[src/xie_pkg.sv]
// Constants and types for the exclusive-OR execute block
package xie_pkg;
  // Instruction word layout
  localparam int INSTR_W     = 14;
  localparam int DATA_W      = 8;
  localparam int ADDR_W      = 7;
  localparam int OPC_HI      = 13;
  localparam int OPC_LO      = 8;
  localparam int DEST_BIT    = 7;
  localparam int ADDR_HI     = 6;
  localparam int LIT_HI      = 7;
  // Opcode prefixes in bits 13..8
  localparam logic [5:0] OPC_XOR_LIT  = 6'h3A;
  localparam logic [5:0] OPC_XOR_FILE = 6'h06;
  // Destination select values
  localparam logic DEST_W    = 1'b0;
  localparam logic DEST_FILE = 1'b1;
  // Reset values
  localparam logic [DATA_W-1:0] W_RESET    = 8'h00;
  localparam logic [DATA_W-1:0] ZERO_BYTE  = 8'h00;
  localparam logic [ADDR_W-1:0] ADDR_RESET = 7'h00;

  // Instruction cycle phases
  typedef enum logic [1:0] {
    XIE_Q1 = 2'b00,
    XIE_Q2 = 2'b01,
    XIE_Q3 = 2'b10,
    XIE_Q4 = 2'b11
  } xie_phase_t;

  // Decoded operation
  typedef enum logic [1:0] {
    XIE_OP_NONE = 2'b00,
    XIE_OP_LIT  = 2'b01,
    XIE_OP_FILE = 2'b10
  } xie_op_t;
endpackage

[src/xie_alu_if.sv]
// Carrier between the execute sequencer and its XOR unit
`timescale 1ns/100ps
interface xie_alu_if;
  logic [7:0] opnd_a;   // Working register side
  logic [7:0] opnd_b;   // Literal or file operand
  logic [7:0] result;   // XOR result
  logic       zero;     // Result is all zero
  modport core (output opnd_a, output opnd_b, input result, input zero);
  modport alu  (input opnd_a, input opnd_b, output result, output zero);
endinterface

[src/xie_xor_exec.sv]
// Four-phase decode and execute of the two exclusive-OR instructions
//
// Contract
// RL1 - Literal XOR into working register, zero only
// RL2 - File XOR with addressed register, zero only
// RL3 - Destination clear: result to working register
// RL4 - Destination set: result back to file
// RL5 - One word, one cycle, four ordered phases
// RL6 - File XOR opcode top bits 000110
`timescale 1ns/100ps
module xie_xor_exec
  import xie_pkg::*;
(
  input  wire logic                core_clk,
  input  wire logic                rstn,
  input  wire logic                instr_valid,
  input  wire logic [INSTR_W-1:0]  instr,
  input  wire logic [DATA_W-1:0]   file_rd_data,
  output xie_phase_t               phase,
  output logic                     file_rd_en,
  output logic [ADDR_W-1:0]        file_addr,
  output logic                     file_wr_en,
  output logic [DATA_W-1:0]        file_wr_data,
  output logic [DATA_W-1:0]        w_reg,
  output logic                     zero_flag,
  output logic                     done,
  output logic                     unknown_op
);

  // Decoded instruction state
  xie_op_t            op;            // Operation latched at end of Q1
  logic               dest;          // Destination select
  logic [DATA_W-1:0]  operand;       // Second operand, literal or file data
  logic [DATA_W-1:0]  result;        // Result held from Q3 into Q4
  logic               result_zero;   // Zero of held result

  // Next values
  xie_phase_t         next_phase;
  xie_op_t            next_op;
  logic               next_dest;
  logic [DATA_W-1:0]  next_operand;
  logic [DATA_W-1:0]  next_result;
  logic               next_result_zero;
  logic               next_file_rd_en;
  logic [ADDR_W-1:0]  next_file_addr;
  logic               next_file_wr_en;
  logic [DATA_W-1:0]  next_file_wr_data;
  logic [DATA_W-1:0]  next_w_reg;
  logic               next_zero_flag;
  logic               next_done;
  logic               next_unknown_op;

  // Decode helpers, pure views of the incoming word
  logic [5:0]         opc;
  logic               is_lit;
  logic               is_file;

  // XOR unit connection
  xie_alu_if alu_bus ();

  xie_xor_alu u_alu (
    .alu (alu_bus.alu)
  );

  // Working register is always operand A; B is the latched operand
  assign alu_bus.opnd_a = w_reg;
  assign alu_bus.opnd_b = operand;

  // Opcode field split
  assign opc     = instr[OPC_HI:OPC_LO];
  // RL1 literal opcode match
  assign is_lit  = (opc == OPC_XOR_LIT);
  // RL6 file opcode match
  assign is_file = (opc == OPC_XOR_FILE);

  // Next-state logic for the whole sequencer
  always_comb begin
    next_phase        = phase;
    next_op           = op;
    next_dest         = dest;
    next_operand      = operand;
    next_result       = result;
    next_result_zero  = result_zero;
    next_file_rd_en   = 1'b0;
    next_file_addr    = file_addr;
    next_file_wr_en   = 1'b0;
    next_file_wr_data = file_wr_data;
    next_w_reg        = w_reg;
    next_zero_flag    = zero_flag;
    next_done         = 1'b0;
    next_unknown_op   = unknown_op;
    case (phase)
      // RL5 decode in first phase
      XIE_Q1: begin
        next_phase = XIE_Q2;
        next_op    = XIE_OP_NONE;
        next_dest  = DEST_W;
        if (instr_valid) begin
          next_unknown_op = !(is_lit || is_file);
          if (is_lit) begin
            // RL1 literal is the operand
            next_op      = XIE_OP_LIT;
            next_operand = instr[LIT_HI:0];
          end else if (is_file) begin
            // RL2 request file read in Q2
            next_op         = XIE_OP_FILE;
            next_dest       = instr[DEST_BIT];
            next_file_addr  = instr[ADDR_HI:0];
            next_file_rd_en = 1'b1;
          end
        end
      end
      // RL5 operand read in second phase
      XIE_Q2: begin
        next_phase = XIE_Q3;
        if (op == XIE_OP_FILE) begin
          next_operand = file_rd_data;
        end
      end
      // RL5 process data in third phase
      XIE_Q3: begin
        next_phase       = XIE_Q4;
        next_result      = alu_bus.result;
        next_result_zero = alu_bus.zero;
        // RL4 file write staged for Q4
        if (op == XIE_OP_FILE && dest == DEST_FILE) begin
          next_file_wr_en   = 1'b1;
          next_file_wr_data = alu_bus.result;
        end
      end
      // RL5 destination write in fourth phase
      XIE_Q4: begin
        next_phase = XIE_Q1;
        if (op != XIE_OP_NONE) begin
          // RL1 zero is the only status touched
          next_zero_flag = result_zero;
          next_done      = 1'b1;
        end
        // RL3 working register written when dest clear
        if (op == XIE_OP_LIT || (op == XIE_OP_FILE && dest == DEST_W)) begin
          next_w_reg = result;
        end
      end
      default: begin
        // Unreachable with two-bit phase; recover to decode
        next_phase = XIE_Q1;
      end
    endcase
  end

  // State registers only
  always_ff @(posedge core_clk or negedge rstn) begin
    if (!rstn) begin
      phase        <= XIE_Q1;
      op           <= XIE_OP_NONE;
      dest         <= DEST_W;
      operand      <= ZERO_BYTE;
      result       <= ZERO_BYTE;
      result_zero  <= 1'b0;
      file_rd_en   <= 1'b0;
      file_addr    <= ADDR_RESET;
      file_wr_en   <= 1'b0;
      file_wr_data <= ZERO_BYTE;
      w_reg        <= W_RESET;
      zero_flag    <= 1'b0;
      done         <= 1'b0;
      unknown_op   <= 1'b0;
    end else begin
      phase        <= next_phase;
      op           <= next_op;
      dest         <= next_dest;
      operand      <= next_operand;
      result       <= next_result;
      result_zero  <= next_result_zero;
      file_rd_en   <= next_file_rd_en;
      file_addr    <= next_file_addr;
      file_wr_en   <= next_file_wr_en;
      file_wr_data <= next_file_wr_data;
      w_reg        <= next_w_reg;
      zero_flag    <= next_zero_flag;
      done         <= next_done;
      unknown_op   <= next_unknown_op;
    end
  end

  // Checks beside the logic
  // RL5 phases advance in fixed order
  AST_PHASE_ORDER: assert property (@(posedge core_clk) disable iff (!rstn) // RL5
    (phase == XIE_Q1) |=> (phase == XIE_Q2) ##1 (phase == XIE_Q3) ##1 (phase == XIE_Q4))
    else $error("phase order broken");

  // RL1 literal result reaches working register four edges later
  AST_LIT_RESULT: assert property (@(posedge core_clk) disable iff (!rstn) // RL1
    (phase == XIE_Q1 && instr_valid && is_lit)
    |-> ##4 (w_reg == ($past(w_reg, 4) ^ $past(instr[LIT_HI:0], 4))
             && zero_flag == (w_reg == ZERO_BYTE) && !file_wr_en))
    else $error("literal xor result wrong");

  // RL2 file read issued with the decoded address
  AST_FILE_READ: assert property (@(posedge core_clk) disable iff (!rstn) // RL2
    (phase == XIE_Q1 && instr_valid && is_file)
    |=> file_rd_en && file_addr == $past(instr[ADDR_HI:0]) && phase == XIE_Q2)
    else $error("file read not issued");

  // RL3 working register destination leaves the file alone
  AST_DEST_W: assert property (@(posedge core_clk) disable iff (!rstn) // RL3
    (phase == XIE_Q1 && instr_valid && is_file && !instr[DEST_BIT])
    |-> ##2 (!file_wr_en [*3]) ##0 (w_reg == ($past(w_reg, 4) ^ $past(file_rd_data, 3))))
    else $error("w destination wrong");

  // RL4 file destination writes file in Q4, keeps working register
  AST_DEST_F: assert property (@(posedge core_clk) disable iff (!rstn) // RL4
    (phase == XIE_Q1 && instr_valid && is_file && instr[DEST_BIT])
    |-> ##3 (file_wr_en && phase == XIE_Q4
             && file_wr_data == (w_reg ^ $past(file_rd_data, 2)))
        ##1 $stable(w_reg))
    else $error("file destination wrong");

  // RL6 file write only ever follows a file opcode
  AST_WR_CAUSE: assert property (@(posedge core_clk) disable iff (!rstn) // RL6
    $rose(file_wr_en) |-> $past(op == XIE_OP_FILE && dest == DEST_FILE))
    else $error("spurious file write");

  // RL5 completion only after fourth phase
  AST_DONE_SLOT: assert property (@(posedge core_clk) disable iff (!rstn) // RL5
    done |-> phase == XIE_Q1 && $past(phase == XIE_Q4 && op != XIE_OP_NONE))
    else $error("done out of slot");

  // RL1 zero flag never moves outside the write phase
  AST_ZERO_HOLD: assert property (@(posedge core_clk) disable iff (!rstn) // RL1
    (phase != XIE_Q1) |-> $stable(zero_flag))
    else $error("zero flag changed early");

endmodule

[src/xie_xor_alu.sv]
// Combinational XOR unit with zero detect
`timescale 1ns/100ps
module xie_xor_alu
  import xie_pkg::*;
(
  xie_alu_if.alu alu
);
  // Plain XOR; zero flag is the only status this unit makes
  always_comb begin
    alu.result = alu.opnd_a ^ alu.opnd_b;
    alu.zero   = ((alu.opnd_a ^ alu.opnd_b) == ZERO_BYTE);
  end
endmodule

[config.mk]
export PLATFORM = sky130hd
export DESIGN_NAME = xie_xor_exec
export DESIGN_NICKNAME = d
export VERILOG_FILES = /design/src/xie_pkg.sv /design/src/xie_alu_if.sv /design/src/xie_xor_exec.sv /design/src/xie_xor_alu.sv
export SDC_FILE = /design/constraint.sdc
export NUM_CORES = 1
export LEC_CHECK = 0
export BUFFER_PORTS_ARGS = -buffer_cell sky130_fd_sc_hd__buf_4
export CAP_MARGIN = 0
export CORE_MARGIN = 10
export CORE_UTILIZATION = 35
export CTS_CLUSTER_SIZE = 12
export DETAILED_ROUTE_END_ITERATION = 16
export HOLD_SLACK_MARGIN = 0.05
export PLACE_DENSITY_LB_ADDON = 0.25
export SLEW_MARGIN = 25
export SYNTH_ARGS = -nofsm -noshare
export SYNTH_HDL_FRONTEND = slang
export SYNTH_SLANG_ARGS = --single-unit
export TNS_END_PERCENT = 10
[constraint.sdc]
create_clock -name core_clk -period 1.6 [get_ports core_clk]
set_clock_uncertainty 0.1 [all_clocks]
set_input_delay 0.08 -clock core_clk [delete_from_list [all_inputs] [get_ports core_clk]]
set_output_delay 0.08 -clock core_clk [all_outputs]
set_load 0.01 [all_outputs]
# Yosys cells after proc, flatten, opt, wreduce, memory -nomap -nowiden
# Index checks and enable logic that the tools add are counted.
# Widths: inputs -> output; s select.
# classes
n_eq_ne,10
n_mux,19
reduce_logical,15
bitwise_logic,3
# ops
op,n
$mux 8,3
$pmux 8 s2,1
$mux 1,11
$logic_not 8->1,1
$pmux 2 s4,1
$reduce_and 2->1,4
$reduce_and 4->1,2
$xor 8x8->8,1
$eq 2x2->1 const B,3
$eq 6x3->1 const B,1
$eq 6x6->1 const B,1
$mux 2,3
$ne 2x2->1 const B,3
$eq 2x1->1 const B,2
$reduce_bool 2->1,2
$logic_and 1x1->1,2
$logic_not 2->1,1
$logic_or 1x1->1,2
$not 1->1,2
$logic_not 1->1,1
# word_totals
output_inout_bits,30
inputBits,25
reg_bits,50
word_cells,61

# Depth between registers and ports, before layout
# depth
ltp_word,5
depth_mapped,7
mapped_depth_nobuf,6

# Cells and area by module
# Synthesis repeated with hierarchy kept, for this count alone.
# hier_totals
hier_cells,169
hier_area_um2,2135.8
# by_module_without_submodules
module,instances,cells_per_inst,area_per_inst_um2,seq_area_each_um2
xie_xor_exec,1,158,2047.0,1251.2
xie_xor_alu,1,11,88.8,0.0

# Worst setup path after synthesis
# OpenSTA, ideal clock, no wires.
# synth_timing
path_kind,flip-flop to flip-flop
start,reg phase[0]
end,reg file_addr[0]
arrival_time_ns,1.596
path_stages_with_launch,7
period_less_slack_ns,1.821
path_slack_ns,-0.221
required_time_ns,1.375
setup_time_ns,0.125
path_cell_list,dfrtp_1 > inv_1 > ha_1 > nand4b_1 > nor4_2 > buf_4 > mux2_2
# synth_between
elab_chain_cells,2
# synth_lines
item,line_no,text
from (decl),xie_xor_exec.sv:19,"output xie_phase_t phase,"
from (signal assigned),xie_xor_exec.sv:169,phase <= next_phase;
$logic_not 2->1,xie_xor_exec.sv:92,case (phase)
$reduce_and 4->1 (no line),-,
to (signal assigned),xie_xor_exec.sv:176,file_addr <= next_file_addr;
to (decl),xie_xor_exec.sv:21,"output logic [ADDR_W-1:0] file_addr,"
# No other way between the ends.
# A chain may end at the register's enable or synchronous reset.

# Worst setup path after layout
# layout_timing
start,reg phase[0]
end,reg file_addr[5]
# Same word-level chain as after synthesis.

==> impl_metrics.ini <==
[status]
outcome = finished, violations left
violations = setup timing

[place]
globalplace.congestion = 0.729
io_buffers = 54
dp_cells = 302
place_ws_ns = -0.140
place_area_sq_um = 2780
dp.final_hpwl_um = 3580

[final_layout]
layout_common_cells = buf_4, dfrtp_1, mux2_2
fill_cells = 526
layout_commonest_cell = buf_4
fin_nets = 282
regArea_sq_um = 1250
area_growth_pct = 45.5
layout-drive-gt1-share = 0.488
final_cell_area_sq_um = 3110
final_util = 0.525
diodes = 0
multi_input_comb_area_sq_um = 877
stdcell_count = 329

[yosys]
ys_seq_area_frac = 0.585
ys_ff_latch = 50
netlist_area_sq_um = 2140
yosys_warnings = 0
synth_nets = 188
synth_cell_types = 29
syn_inst = 159
synth.avg_cell_area_sq_um = 13.4

[global_route]
grt_pass1_vias = 1638
grt_util_met3 = 0.0472
use_met1 = 0.123
grt_antenna_before_repair = 0
grt_max_degree = 51
overflow = 0
grt.busiest_layer = met2
grt.met2_usage = 0.152
track_usage = 0.100
grt_pass1_wl_um = 7990

[route]
via_per_inst = 4.57
drc = 0
drtIter0Drc = 55
wl_um = 4740
num_vias = 1504
wire_per_inst_um = 14.4
first_pass_iters = 4
antenna_left = 0

[sta]
rsz0062_at_grt = true
hold_viol = 0
worst_slack_ns = -0.0837
drv_slew = 0
slew_headroom = 0.588
finalSetupViolations = 15
max_freq_mhz = 594
period_minus_slack_ns = 1.68
period_share = 1.05
worst_pin_slew_ns = 0.617

[worst_setup_path]
slowest_stage = dfrtp_1
startpoint_type = flop
crit_fanout = 9
critPathArrivalTime_ns = 1.77
critPathMaxStageDelay_ns = 0.42
crit_chain = inv_2 -> ha_4 -> nand4b_1 -> nor4_2 -> buf_4 -> mux2_2
endpoint_kind = flop
criticalPathCategory = reg2reg
worst-path-buf-inv = 2
cp_top_family = flip-flops
required_ns = 1.69

[power]
ir_drop_mv = 0.459
power.switching_w = 0.000551
p_total_w = 0.00250
seq_power_share = 0.541
p_comb_frac = 0.107
p_per_area_nw_per_um2 = 803
p_int_w = 0.00195
sw_frac_of_total = 0.221
power.share.clock = 0.352
cellLeakagePower_nw = 1.56

[run]
cap_violations = 0

[cts]
cts-root-buf = clkbuf_8
cts_inserted_buffers = 5
cts_buffer_depth = 2
cts_tree = yes
cts.sinks = 50
clk_transition_reported_paths_ns = 0.09
post_cts_buffers = 0
htreeDepth = 2
clk_latency_ns = 0.30

[floorplan]
core-area_sq_um = 5920
ios = 55
dieHeight_um = 98.2
dieArea_sq_um = 9640
initial_core_util = 0.361
row_count = 28
dieWidth_um = 98.2

[worst_hold_path]
hold_class = in2reg
Yosys cell counts:
master | instances | area share
a22o_1 | 1 | 0.0041
and4_4 | 1 | 0.0053
inv_1 | 4 | 0.0070
nor2_1 | 10 | 0.018
o21a_1 | 1 | 0.0035
a211oi_1 | 1 | 0.0035
dfrtp_1 | 50 | 0.59
nand4b_1 | 2 | 0.0082
nand4_1 | 2 | 0.0059
buf_4 | 1 | 0.0035
or2_2 | 1 | 0.0029
a21oi_4 | 1 | 0.0076
o21ai_4 | 1 | 0.0076
o21ai_0 | 9 | 0.021
ha_1 | 4 | 0.023
a21o_1 | 1 | 0.0035
nor4_2 | 1 | 0.0059
nand2_1 | 9 | 0.016
nand2b_1 | 3 | 0.0088
buf_1 | 1 | 0.0018
clkbuf_2 | 1 | 0.0023
nor4bb_1 | 1 | 0.0047
buf_2 | 1 | 0.0023
mux2_2 | 25 | 0.13
a21oi_1 | 9 | 0.021
mux2_4 | 8 | 0.056
xnor2_1 | 8 | 0.033
mux2_1 | 1 | 0.0053
clkbuf_1 | 1 | 0.0018
per-layer routing:
layer,vias to the layer above,wire length (um)
met2,46,2110
met4,0,68
met1,711,2170
met5,-,0
li1,742,-
met3,5,389
power by group through the flow:
stage                     Clock, W  Combinational (W)  Sequential (W)
after floorplan                  0          0.0000979         0.00137
after global placement           0           0.000230         0.00138
after detailed placement         0           0.000235         0.00138
after CTS                 0.000909           0.000272         0.00135
after global routing      0.000950           0.000296         0.00136
final                     0.000880           0.000266         0.00135
cells by family (layout without fill, tap and decap cells):
kind of cell | count (synthesis) | count (layout) | share of synthesized area
flops | 50 | 50 | 0.585
mux | 34 | 34 | 0.193
simple gates | 30 | 30 | 0.0749
compound gates | 24 | 24 | 0.0720
buf+inv | 9 | 104 | 0.0187
xor+xnor | 8 | 8 | 0.0328
fa+ha+maj | 4 | 4 | 0.0234
metrics by stage:
step / hold WS (ns) / TNS (ns)
after global placement: 0.0430 / -1.13
after global routing: 0.0506 / -1.97
final: 0.0561 / -0.680
after floorplan: -0.316 / -2.88
after detailed placement: 0.0423 / -1.71
after CTS: 0.0509 / -1.07
what timing repair did:
| action | 4_1_cts | 5_1_grt |
|---|---|---|
| hold buffers | 19 | 0 |
| endpoints found under the setup margin | 16 | 29 |
| resized for setup | 3 | 4 |
| endpoints found under the hold margin | 67 | 0 |
| pin swaps | 0 | 1 |
area by class of cell:
type | count | area share
tap | 75 | 0.0302
sequential | 50 | 0.402
clock inverter | 2 | 0.0121
inverter | 4 | 0.00483
timing repair buffer | 92 | 0.245
multi-input combinational | 100 | 0.282
clock buffer | 6 | 0.0233
tightest hold or removal path, delay by kind of cell:
family / cells / cell delay (ns)
buffers and inverters: 1 / 0.08
muxes: 2 / 0.27
path summary, 6_finish.rpt:
path / startpoint / endpoint / slack (ns) / cells after the start
setup / recovery: phase[0]$_DFF_PN0_ / file_addr[5]$_DFFE_PN0P_ / -0.08 / 6
hold / removal: file_rd_data[3] / alu_bus.opnd_b[3]$_DFFE_PN0P_ / 0.06 / 3
setup reg to reg: phase[0]$_DFF_PN0_ / file_addr[5]$_DFFE_PN0P_ / -0.08 / 6
hold reg to reg: file_wr_data[1]$_DFFE_PN0P_ / file_wr_data[1]$_DFFE_PN0P_ / 0.39 / 2
max in group asynchronous: rstn / w_reg[6]$_DFFE_PN0P_ / 0.76 / 2
min in group asynchronous: rstn / file_addr[4]$_DFFE_PN0P_ / 0.23 / 2
Note: power is estimated with default switching activity, not from simulation.
